<file path="config.mk">
export PLATFORM = sky130hd
export DESIGN_NAME = gss_servo
export DESIGN_NICKNAME = d
export VERILOG_FILES = /design/src/verilog/gss_pkg.sv /design/src/verilog/gss_servo.sv
export VERILOG_INCLUDE_DIRS = /design/src /design/src/verilog
export SDC_FILE = /design/constraint.sdc
export NUM_CORES = 1
export LEC_CHECK = 0
export BUFFER_PORTS_ARGS = -buffer_cell sky130_fd_sc_hd__buf_2
export CAP_MARGIN = 20
export CORE_ASPECT_RATIO = 0.9
export CORE_MARGIN = 1.5
export CORE_UTILIZATION = 49
export DETAILED_ROUTE_END_ITERATION = 7
export PLACE_DENSITY = 0.8
export SYNTH_ARGS = -nofsm -noshare
export SYNTH_HDL_FRONTEND = slang
export SYNTH_SLANG_ARGS = --single-unit
</file>
<file path="constraint.sdc">
create_clock -name CLK -period 2.5 [get_ports CLK]
set_clock_uncertainty 0.05 [all_clocks]
set_input_delay 0 -clock CLK [delete_from_list [all_inputs] [get_ports CLK]]
set_output_delay 0 -clock CLK [all_outputs]
set_load 0.01 [all_outputs]
</file>
<file path="src/verilog/gss_defs.svh">
// Constants for the gray-scale servo sequencer
`ifndef GSS_DEFS_SVH
`define GSS_DEFS_SVH
`define GSS_VAL_W        7
`define GSS_VAL_MAX      7'h7f
`define GSS_VAL_RST      7'h40
`define GSS_CH_N         3
`define GSS_DARK_DIV     8'h0a
`define GSS_LINE_CYC     16'h0a00
`define GSS_LIM_HI_RST   7'h70
`define GSS_LIM_LO_RST   7'h08
`define GSS_OFFS_RST     7'h40
`endif

</file>
<file path="src/verilog/gss_pkg.sv">
// Types for the gray-scale servo sequencer
package gss_pkg;
	typedef enum logic [5:0] {
		GSS_IDLE      = 6'b000001,
		GSS_BACKLOAD  = 6'b000010,
		GSS_ADJUST    = 6'b000100,
		GSS_LOAD      = 6'b001000,
		GSS_NEXT      = 6'b010000,
		GSS_OFFSET    = 6'b100000
	} gss_state_t;

	typedef struct packed {
		logic       loops_on;
		logic [6:0] contrast;
		logic [6:0] brightness;
	} gss_ctrl_t;

	typedef struct packed {
		logic grid_up;
		logic grid_down;
	} gss_flags_t;
endpackage

</file>
<file path="src/verilog/gss_servo.sv">
// Gray-scale servo loop sequencer, counter and latches
// Functional notes
// - Sample three lines, one per colour.
// - First half bright, second half dark.
// - Six loops: three dark, three bright.
// - Seven-bit latches hold values between samples.
// - Upper comparator counts the counter up.
// - Lower comparator counts the counter down.
// - Between thresholds the counter holds.
// - Load copies counter into serviced latch.
// - Backload copies latch into counter first.
// - Sequencer on line/field timing picks latch.
// - Three host intensity latches feed references.
// - Dark reference is intensity over ten.
// - Bright reference pulse follows contrast.
// - Host bit freezes loops, latches retained.
// - Brightness is common pedestal outside loops.
// - Offset loop runs only in field flyback.
// - Reference outside limits raises grid flags.
// - Settings come from host serial interface.
`timescale 1ns/10ps
`default_nettype none
`include "gss_defs.svh"
module gss_servo
	import gss_pkg::*;
#(
	parameter int LINE_CYC = `GSS_LINE_CYC
) (
	// Clock and reset
	input  wire logic              CLK,
	input  wire logic              RST_N,
	// Timing pins
	input  wire logic              LINE_START,
	input  wire logic              SAMPLE_WINDOW,
	input  wire logic              FIELD_FLYBACK,
	// Comparator pins
	input  wire logic              UPPER_ERROR_COMPARATOR,
	input  wire logic              LOWER_ERROR_COMPARATOR,
	// Host settings
	input  wire gss_ctrl_t         CTRL,
	input  wire logic [20:0]       INTENSITY,
	input  wire logic [6:0]        LIMIT_HI,
	input  wire logic [6:0]        LIMIT_LO,
	// Converter outputs
	output logic [20:0]            DC_LEVEL,
	output logic [20:0]            GAIN,
	output logic [20:0]            REF_LEVEL,
	output logic [6:0]             OFFSET_LOOP_CONVERTER,
	output logic [20:0]            PEDESTAL,
	output logic                   BRIGHT_PERIOD,
	output logic                   DARK_PERIOD,
	output logic [6:0]             REF_PULSE,
	// Status
	output gss_flags_t             FLAGS,
	output logic [2:0]             ACTIVE_CHANNEL
);

	// ----------------------------------------
	// Input synchronisers
	// ----------------------------------------
	logic [4:0] s1_q;
	logic [4:0] s2_q;
	logic       line_prev_q;

	always_ff @(posedge CLK or negedge RST_N) begin
		if (!RST_N) begin
			s1_q <= 5'h00;
			s2_q <= 5'h00;
			line_prev_q <= 1'b0;
		end else begin
			s1_q <= {LINE_START, SAMPLE_WINDOW, FIELD_FLYBACK,
				UPPER_ERROR_COMPARATOR, LOWER_ERROR_COMPARATOR};
			s2_q <= s1_q;
			line_prev_q <= s2_q[4];
		end
	end

	logic line_edge;
	logic win;
	logic flyback;
	logic cmp_up;
	logic cmp_dn;
	assign line_edge = s2_q[4] & ~line_prev_q;
	assign win = s2_q[3];
	assign flyback = s2_q[2];
	assign cmp_up = s2_q[1];
	assign cmp_dn = s2_q[0];

	// ----------------------------------------
	// Sequencer
	// ----------------------------------------
	gss_state_t state_q;
	logic [1:0]  chan_q;
	logic        dark_q;
	logic [15:0] cyc_q;
	logic        adj_offs_q;

	logic half_done;
	logic line_done;
	assign half_done = (cyc_q >= 16'(LINE_CYC / 2 - 4));
	assign line_done = (cyc_q >= 16'(LINE_CYC - 4));

	always_ff @(posedge CLK or negedge RST_N) begin
		if (!RST_N) begin
			state_q <= GSS_IDLE;
			chan_q <= 2'h0;
			dark_q <= 1'b0;
			cyc_q <= 16'h0000;
			adj_offs_q <= 1'b0;
		end else begin
			case (state_q)
				GSS_IDLE: begin
					cyc_q <= 16'h0000;
					dark_q <= 1'b0;
					adj_offs_q <= 1'b0;
					if (flyback && !win && CTRL.loops_on) begin
						adj_offs_q <= 1'b1;
						state_q <= GSS_BACKLOAD;
					end else if (win && line_edge) begin
						state_q <= GSS_BACKLOAD;
					end
				end
				GSS_BACKLOAD: begin
					cyc_q <= cyc_q + 16'h0001;
					state_q <= adj_offs_q ? GSS_OFFSET : GSS_ADJUST;
				end
				GSS_ADJUST: begin
					cyc_q <= cyc_q + 16'h0001;
					if (dark_q ? line_done : half_done)
						state_q <= GSS_LOAD;
				end
				GSS_OFFSET: begin
					if (!flyback)
						state_q <= GSS_LOAD;
				end
				GSS_LOAD: begin
					cyc_q <= cyc_q + 16'h0001;
					state_q <= GSS_NEXT;
				end
				GSS_NEXT: begin
					if (adj_offs_q) begin
						state_q <= GSS_IDLE;
					end else if (!dark_q) begin
						dark_q <= 1'b1;
						state_q <= GSS_BACKLOAD;
					end else begin
						dark_q <= 1'b0;
						cyc_q <= 16'h0000;
						chan_q <= (chan_q == 2'h2) ? 2'h0 : chan_q + 2'h1;
						state_q <= GSS_IDLE;
					end
				end
				default: state_q <= GSS_IDLE;
			endcase
		end
	end

	// ----------------------------------------
	// Up/down counter
	// ----------------------------------------
	logic [6:0] cnt_q;
	logic [6:0] sel_val;
	logic [6:0] dc_q [3];
	logic [6:0] gain_q [3];
	logic [6:0] offs_q;

	always_comb begin
		if (adj_offs_q)
			sel_val = offs_q;
		else if (dark_q)
			sel_val = dc_q[chan_q];
		else
			sel_val = gain_q[chan_q];
	end

	always_ff @(posedge CLK or negedge RST_N) begin
		if (!RST_N) begin
			cnt_q <= `GSS_VAL_RST;
		end else if (state_q == GSS_BACKLOAD) begin
			cnt_q <= sel_val;
		end else if ((state_q == GSS_ADJUST || state_q == GSS_OFFSET) && CTRL.loops_on) begin
			if (cmp_up && !cmp_dn && cnt_q != `GSS_VAL_MAX)
				cnt_q <= cnt_q + 7'h01;
			else if (cmp_dn && !cmp_up && cnt_q != 7'h00)
				cnt_q <= cnt_q - 7'h01;
			else
				cnt_q <= cnt_q;
		end
	end

	// ----------------------------------------
	// Latches, six loops plus offset
	// ----------------------------------------
	genvar g;
	generate
		for (g = 0; g < `GSS_CH_N; g++) begin : g_ch
			always_ff @(posedge CLK or negedge RST_N) begin
				if (!RST_N) begin
					dc_q[g] <= `GSS_VAL_RST;
					gain_q[g] <= `GSS_VAL_RST;
				end else if (state_q == GSS_LOAD && !adj_offs_q && chan_q == 2'(g)
					&& CTRL.loops_on) begin
					if (dark_q)
						dc_q[g] <= cnt_q;
					else
						gain_q[g] <= cnt_q;
				end
			end
		end
	endgenerate

	always_ff @(posedge CLK or negedge RST_N) begin
		if (!RST_N)
			offs_q <= `GSS_OFFS_RST;
		else if (state_q == GSS_LOAD && adj_offs_q && CTRL.loops_on)
			offs_q <= cnt_q;
	end

	// ----------------------------------------
	// Converter and reference outputs
	// ----------------------------------------
	logic [6:0] int_ch;
	logic       lim_hi;
	logic       lim_lo;
	assign int_ch = INTENSITY[7*chan_q +: 7];
	assign lim_hi = (INTENSITY[6:0] > LIMIT_HI) || (INTENSITY[13:7] > LIMIT_HI)
		|| (INTENSITY[20:14] > LIMIT_HI);
	assign lim_lo = (INTENSITY[6:0] < LIMIT_LO) || (INTENSITY[13:7] < LIMIT_LO)
		|| (INTENSITY[20:14] < LIMIT_LO);

	logic in_adjust;
	assign in_adjust = (state_q == GSS_ADJUST);

	// Latch converters
	always_ff @(posedge CLK or negedge RST_N) begin
		if (!RST_N) begin
			DC_LEVEL <= 21'h000000;
			GAIN <= 21'h000000;
			OFFSET_LOOP_CONVERTER <= 7'h00;
		end else begin
			DC_LEVEL <= {dc_q[2], dc_q[1], dc_q[0]};
			GAIN <= {gain_q[2], gain_q[1], gain_q[0]};
			OFFSET_LOOP_CONVERTER <= offs_q;
		end
	end

	// Host references and pedestal
	always_ff @(posedge CLK or negedge RST_N) begin
		if (!RST_N) begin
			REF_LEVEL <= 21'h000000;
			PEDESTAL <= 21'h000000;
		end else begin
			REF_LEVEL <= INTENSITY;
			PEDESTAL <= {3{CTRL.brightness}};
		end
	end

	// Adjust half markers
	always_ff @(posedge CLK or negedge RST_N) begin
		if (!RST_N) begin
			BRIGHT_PERIOD <= 1'b0;
			DARK_PERIOD <= 1'b0;
		end else begin
			BRIGHT_PERIOD <= in_adjust && !dark_q;
			DARK_PERIOD <= in_adjust && dark_q;
		end
	end

	// Reference pulse
	always_ff @(posedge CLK or negedge RST_N) begin
		if (!RST_N) begin
			REF_PULSE <= 7'h00;
		end else begin
			if (in_adjust && !dark_q)
				REF_PULSE <= CTRL.contrast;
			else if (in_adjust)
				REF_PULSE <= 7'(int_ch / `GSS_DARK_DIV);
			else
				REF_PULSE <= 7'h00;
		end
	end

	// Screen-grid flags
	always_ff @(posedge CLK or negedge RST_N) begin
		if (!RST_N) begin
			FLAGS <= '0;
		end else begin
			FLAGS.grid_up <= lim_hi;
			FLAGS.grid_down <= lim_lo;
		end
	end

	// Channel in service
	always_ff @(posedge CLK or negedge RST_N) begin
		if (!RST_N) begin
			ACTIVE_CHANNEL <= 3'h0;
		end else begin
			ACTIVE_CHANNEL <= (state_q == GSS_IDLE) ? 3'h0 : 3'(3'h1 << chan_q);
		end
	end

endmodule
`default_nettype wire

</file>
Word-level counts from Yosys, hierarchy flattened:

Index checks and enable logic that the tools add are counted.

* register bits: 198
* input bits: 57
* logic and storage cells: 142

* $add $sub $neg: 4
* multipliers: 1
* div/mod/pow operators: 1
* $lt $le $gt $ge: 9
* eq/ne operators: 14
* shifts and indexed selects: 2
* muxes and demuxes: 32
* bitwise operators: 5
* reduce and logical (&&, ||, !) cells: 47

Operators by type and width (count)
* $mux W7: 12
* $pmux W16 S3: 1
* $pmux W6 S6: 1
* $mux W16: 2
* $mux W6: 5
* $bmux W7 S2: 2
* $gt A7 B7 Y1: 3
* $lt A7 B7 Y1: 3
* $shiftx A21 B6 Y7: 1
* $logic_and A1 B1 Y1: 19
* $add A16 B1 Y16 const B: 1
* $ge A16 B11 Y1 const B: 1
* $ge A16 B12 Y1 const B: 1
* $reduce_and A2 Y1: 8
* $reduce_and A3 Y1: 3
* $div A7 B4 Y8 const B: 1
* $add A7 B1 Y7 const B: 1
* $ne A7 B7 Y1 const B: 1
* $reduce_bool A7 Y1: 1
* $sub A7 B1 Y7 const B: 1
* $eq A6 B1 Y1 const B: 1
* $eq A6 B2 Y1 const B: 1
* $eq A6 B3 Y1 const B: 1
* $eq A6 B4 Y1 const B: 1
* 24 further kinds: 43

Longest topological paths before layout:

* word-level depth: 7
* mapped depth: 13
* depth with buffers taken out: 11

Worst setup path after synthesis:

Ideal clock, no wire load.

* path type: register -> register
* start point: reg chan_q[0]
* end point: reg REF_PULSE[0]
* setup time: 0.082 ns
* arrival: 2.370 ns
* data required time: 2.368 ns
* slack: -0.002 ns
* stages on the path, launching flop included: 14
* period minus slack after synthesis: 2.502 ns
* path through: dfrtp_1 > buf_6 > nor2b_4 > buf_6 > o2bb2ai_2 > nand2_1 > nor2_2 > nor2_1 > ha_1 > o211a_1 > a221oi_2 > maj3_1 > nand2_1 > a31oi_1

* cells in the longest elaborated chain, start to end: 5

Ends and longest elaborated chain
* from (decl): line gss_servo.sv:93 `logic [1:0] chan_q;`
* from (signal assigned): line gss_servo.sv:149 `chan_q <= (chan_q == 2'h2) ? 2'h0 : chan_q + 2'h1;`
* $mul A3 B2 Y5: line gss_servo.sv:225 `assign int_ch = INTENSITY[7*chan_q +: 7];`
* $shiftx A21 B6 Y7: line gss_servo.sv:225
* $div A7 B4 Y8 (no source line)
* $mux W7: line gss_servo.sv:276 `else if (in_adjust)`
* $mux W7: line gss_servo.sv:274 `if (in_adjust && !dark_q)`
* to (signal assigned): line gss_servo.sv:275 `REF_PULSE <= CTRL.contrast;`
* to (signal assigned): line gss_servo.sv:277 `` REF_PULSE <= 7'(int_ch / `GSS_DARK_DIV); ``
* to (decl): line gss_servo.sv:52 `output logic [6:0] REF_PULSE,`

Every way passes these cells.
A chain may end at the register's enable or synchronous reset.

Final worst setup path:

Same ends and word-level chain as after synthesis.

==> reports/metrics.csv <==
metric,value,unit
drive_gt1_frac,0.350,
ant_nets,0,
crit_family,compound AO/OA/AOI/OAI gates,
synth_edf_count,0,
worst_slack,-0.0312,ns
crit_chain,buf_6 > mux2i_4 > a2bb2oi_2 > nor2_2 > nor2_1 > ha_1 > o211a_1 > a221oi_4 > maj3_2 > nand2_1 > a31oi_1,
placed_cells,1053,
synth_top_area_cell,dfrtp_1,
p_leak,5.36,nW
finalSetupViolCount,2,
worstMarginPinSlew,0.624,ns
synth.distinct_cells,70,
cp.arrival,2.83,ns
fmax,395,MHz
nFillCells,1213,
final_util,0.651,
crit_end,REF_PULSE[0]$_DFF_PN0_,
via_per_inst,5.51,
die_w,140,µm
grt_pass1_wl,32.7,mm
finalInstanceArea,10600,µm²
drc,0,
worstPathRequired,2.80,ns
drt_iter0_drc,309,
ios,162,
antennaDiodeCount,0,
power.density,769,nW/µm²
core_area,16400,µm²
hp-class,in -> async,
antenna_found_initial,0,
hold_viol_final,0,
reg2regPathDepth,11,
ys_seq_area_frac,0.556,
num_rows,44,
synthArstFlopShare,1.00,
crit_slowest_cell,dfrtp_2,
status,"finished, violations left",
r2r_end,REF_PULSE[0]$_DFF_PN0_,
cp_num_buf_inv,1,
wl_per_cell,17.5,µm
vias,6304,
maxSlewViolCount,0,
synth.avg_cell_area,12.0,µm²
final_cells,1144,
place.gp.congestion,0.872,
htree_levels,4,
timing.slew.headroom,0.581,
start_util,0.507,
start_kind,flip-flop,
whs,0.102,ns
synth_ff_type,dfrtp_1,
clkSlewWorstSetupHoldPaths,0.07,ns
yosysWarnings,0,
max_stage_delay,0.46,ns
grt_start_max_net_pins,67,
maxCapViolCount,0,
rr_startpoint,chan_q[0]$_DFFE_PN0P_,
cts_buffers,17,
period_minus_slack,2.53,ns
cp.depth,11,
wl,20.0,mm
track_usage,0.237,
cts_tree,done,
ys_ff_latch,184,
die_area,17700,µm²
synth_top_area_frac,0.528,
port_buffers,161,
irDropWorstVdd,0.540,mV
fin_crit_sh,1.01,
netlist_instances,691,
rsz0062_at_grt,true,
clock-sinks,184,
area_delta_synth_final,28.3,%
synth_area,8300,µm²
grt_pass1_vias,6381,
clockBufferDepth,2,
p_total,8.18,mW
synthesis.nets,796,
cp-startpoint,chan_q[0]$_DFFE_PN0P_,
dr.pass1.iters,4,
synth_area_leaders,"dfrtp_1, ha_1, mux2_2",
clkLatencyLatePin,0.43,ns
violations,negative setup slack,
reg2reg_slack,-0.03,ns
dpl_cell_area,9430,µm²
root_buffer,clkbuf_16,
gr-total-overflow,0,
end_kind,flip-flop,
cp_max_fo,5,
die_y,126,µm
critical_path_class,reg -> reg,
hpwlAfterDp,13.4,mm
nets,1029,
## layer usage
| layer | up-vias | global-route usage | share of wire |
|---|---|---|---|
| li1 | 2932 | - | - |
| met1 | 3170 | 0.319 | 0.45 |
| met2 | 168 | 0.384 | 0.49 |
| met3 | 34 | 0.0378 | 0.039 |
| met4 | 0 | 0.102 | 0.024 |
| met5 | - | 0 | 0 |
## cell usage after synthesis (5+ instances only)
cell and instances:
a211oi_1 13, a21o_1 10, a21oi_1 40, and3_1 8, buf_2 11, buf_4 15
clkbuf_1 11, dfrtp_1 175, dfstp_2 9, ha_1 47, inv_1 21, mux2_2 49
mux2i_1 22, nand2_1 31, nand2b_1 10, nand3_1 16, nand4_1 9, nor2_1 39
nor2_2 5, o211ai_1 5, o21a_1 6, o21ai_0 43, o21ai_1 5, o31ai_1 7
## cells in the final DEF, fill, tap and decap left out, types with 31 or more instances in the layout
master	netlist	final
dfrtp_1	175	174
nand2_1	31	31
buf_4	15	47
mux2_2	49	49
ha_1	47	47
buf_2	11	160
o21ai_0	43	42
a21oi_1	40	40
nor2_1	39	39
dlygate4sd3_1	0	42
## worst min path at each step
stage / from / endpoint / slack, ns / cells after the start
global route: LIMIT_HI[6] / FLAGS[1]$_DFF_PN0_ / 0.12 / 5
finish: RST_N / PEDESTAL[16]$_DFF_PN0_ / 0.10 / 2
global placement: RST_N / PEDESTAL[16]$_DFF_PN0_ / 0.001 / 1
detailed placement: RST_N / PEDESTAL[16]$_DFF_PN0_ / 0.003 / 1
floorplan: RST_N / ACTIVE_CHANNEL[0]$_DFF_PN0_ / -0.35 / 0
CTS: LIMIT_HI[0] / FLAGS[1]$_DFF_PN0_ / 0.09 / 5
## what timing repair did
action | in CTS | in global routing
endpoints found under the setup margin | 1 | 5
pin swaps | 5 | 8
hold endpoints to repair | 108 | 0
hold buffers | 42 | 0
gates resized for setup | 6 | 5
setup buffers | 11 | 4
## per-stage QoR
stage / worst slack (ns) / TNS (ns)
floorplan: 0.00620 / 0
global placement: 0.0720 / 0
detailed placement: -0.0636 / -0.0636
CTS: 0.00115 / 0
global route: -0.193 / -0.328
finish: -0.0312 / -0.0473
## kinds of logic (layout without fill, tap and decap cells)
| kind of cell | count (synthesis) | after routing | synth area share |
|---|---|---|---|
| adders and majority gates | 50 | 50 | 0.0757 |
| buffers and inverters | 62 | 308 | 0.0392 |
| DFF | 184 | 184 | 0.556 |
| xor gates and xnor gates | 7 | 7 | 0.00739 |
| AOI/OAI and AO/OA | 160 | 160 | 0.124 |
| and+or+nand+nor | 156 | 156 | 0.102 |
| muxes | 72 | 72 | 0.0947 |
## report_power, final
group	switching, mW	internal [mW]
Clock	1.22	1.54
Sequential	0.153	3.24
Combinational	1.18	0.855
Total	2.56	5.63
## sequential cells by signal (all words and copies together), names as in the netlist, 16 cells and up
signal     count
DC_LEVEL      21
GAIN          21
REF_LEVEL     21
cyc_q         16
dc_q          21
gain_q        21
## worst reg2reg max path, stage by stage, from the launching register on
cell,delay [ns]
dfrtp_2,0.46
buf_6,0.15
mux2i_4,0.25
a2bb2oi_2,0.22
nor2_2,0.07
nor2_1,0.09
ha_1,0.25
o211a_1,0.24
a221oi_4,0.22
maj3_2,0.25
nand2_1,0.06
a31oi_1,0.15
## layout make-up
cell class / instances / area, µm² / share of cell area
flip-flops and latches: 184 / 4620 / 0.434
multi-input cells: 445 / 3410 / 0.321
well taps: 207 / 259 / 0.0243
repair buffers: 255 / 1670 / 0.157
clock inverters: 13 / 159 / 0.0149
inverters: 21 / 78.8 / 0.00741
clock buffers: 19 / 443 / 0.0416
Note: power is estimated with default switching activity, not from simulation.
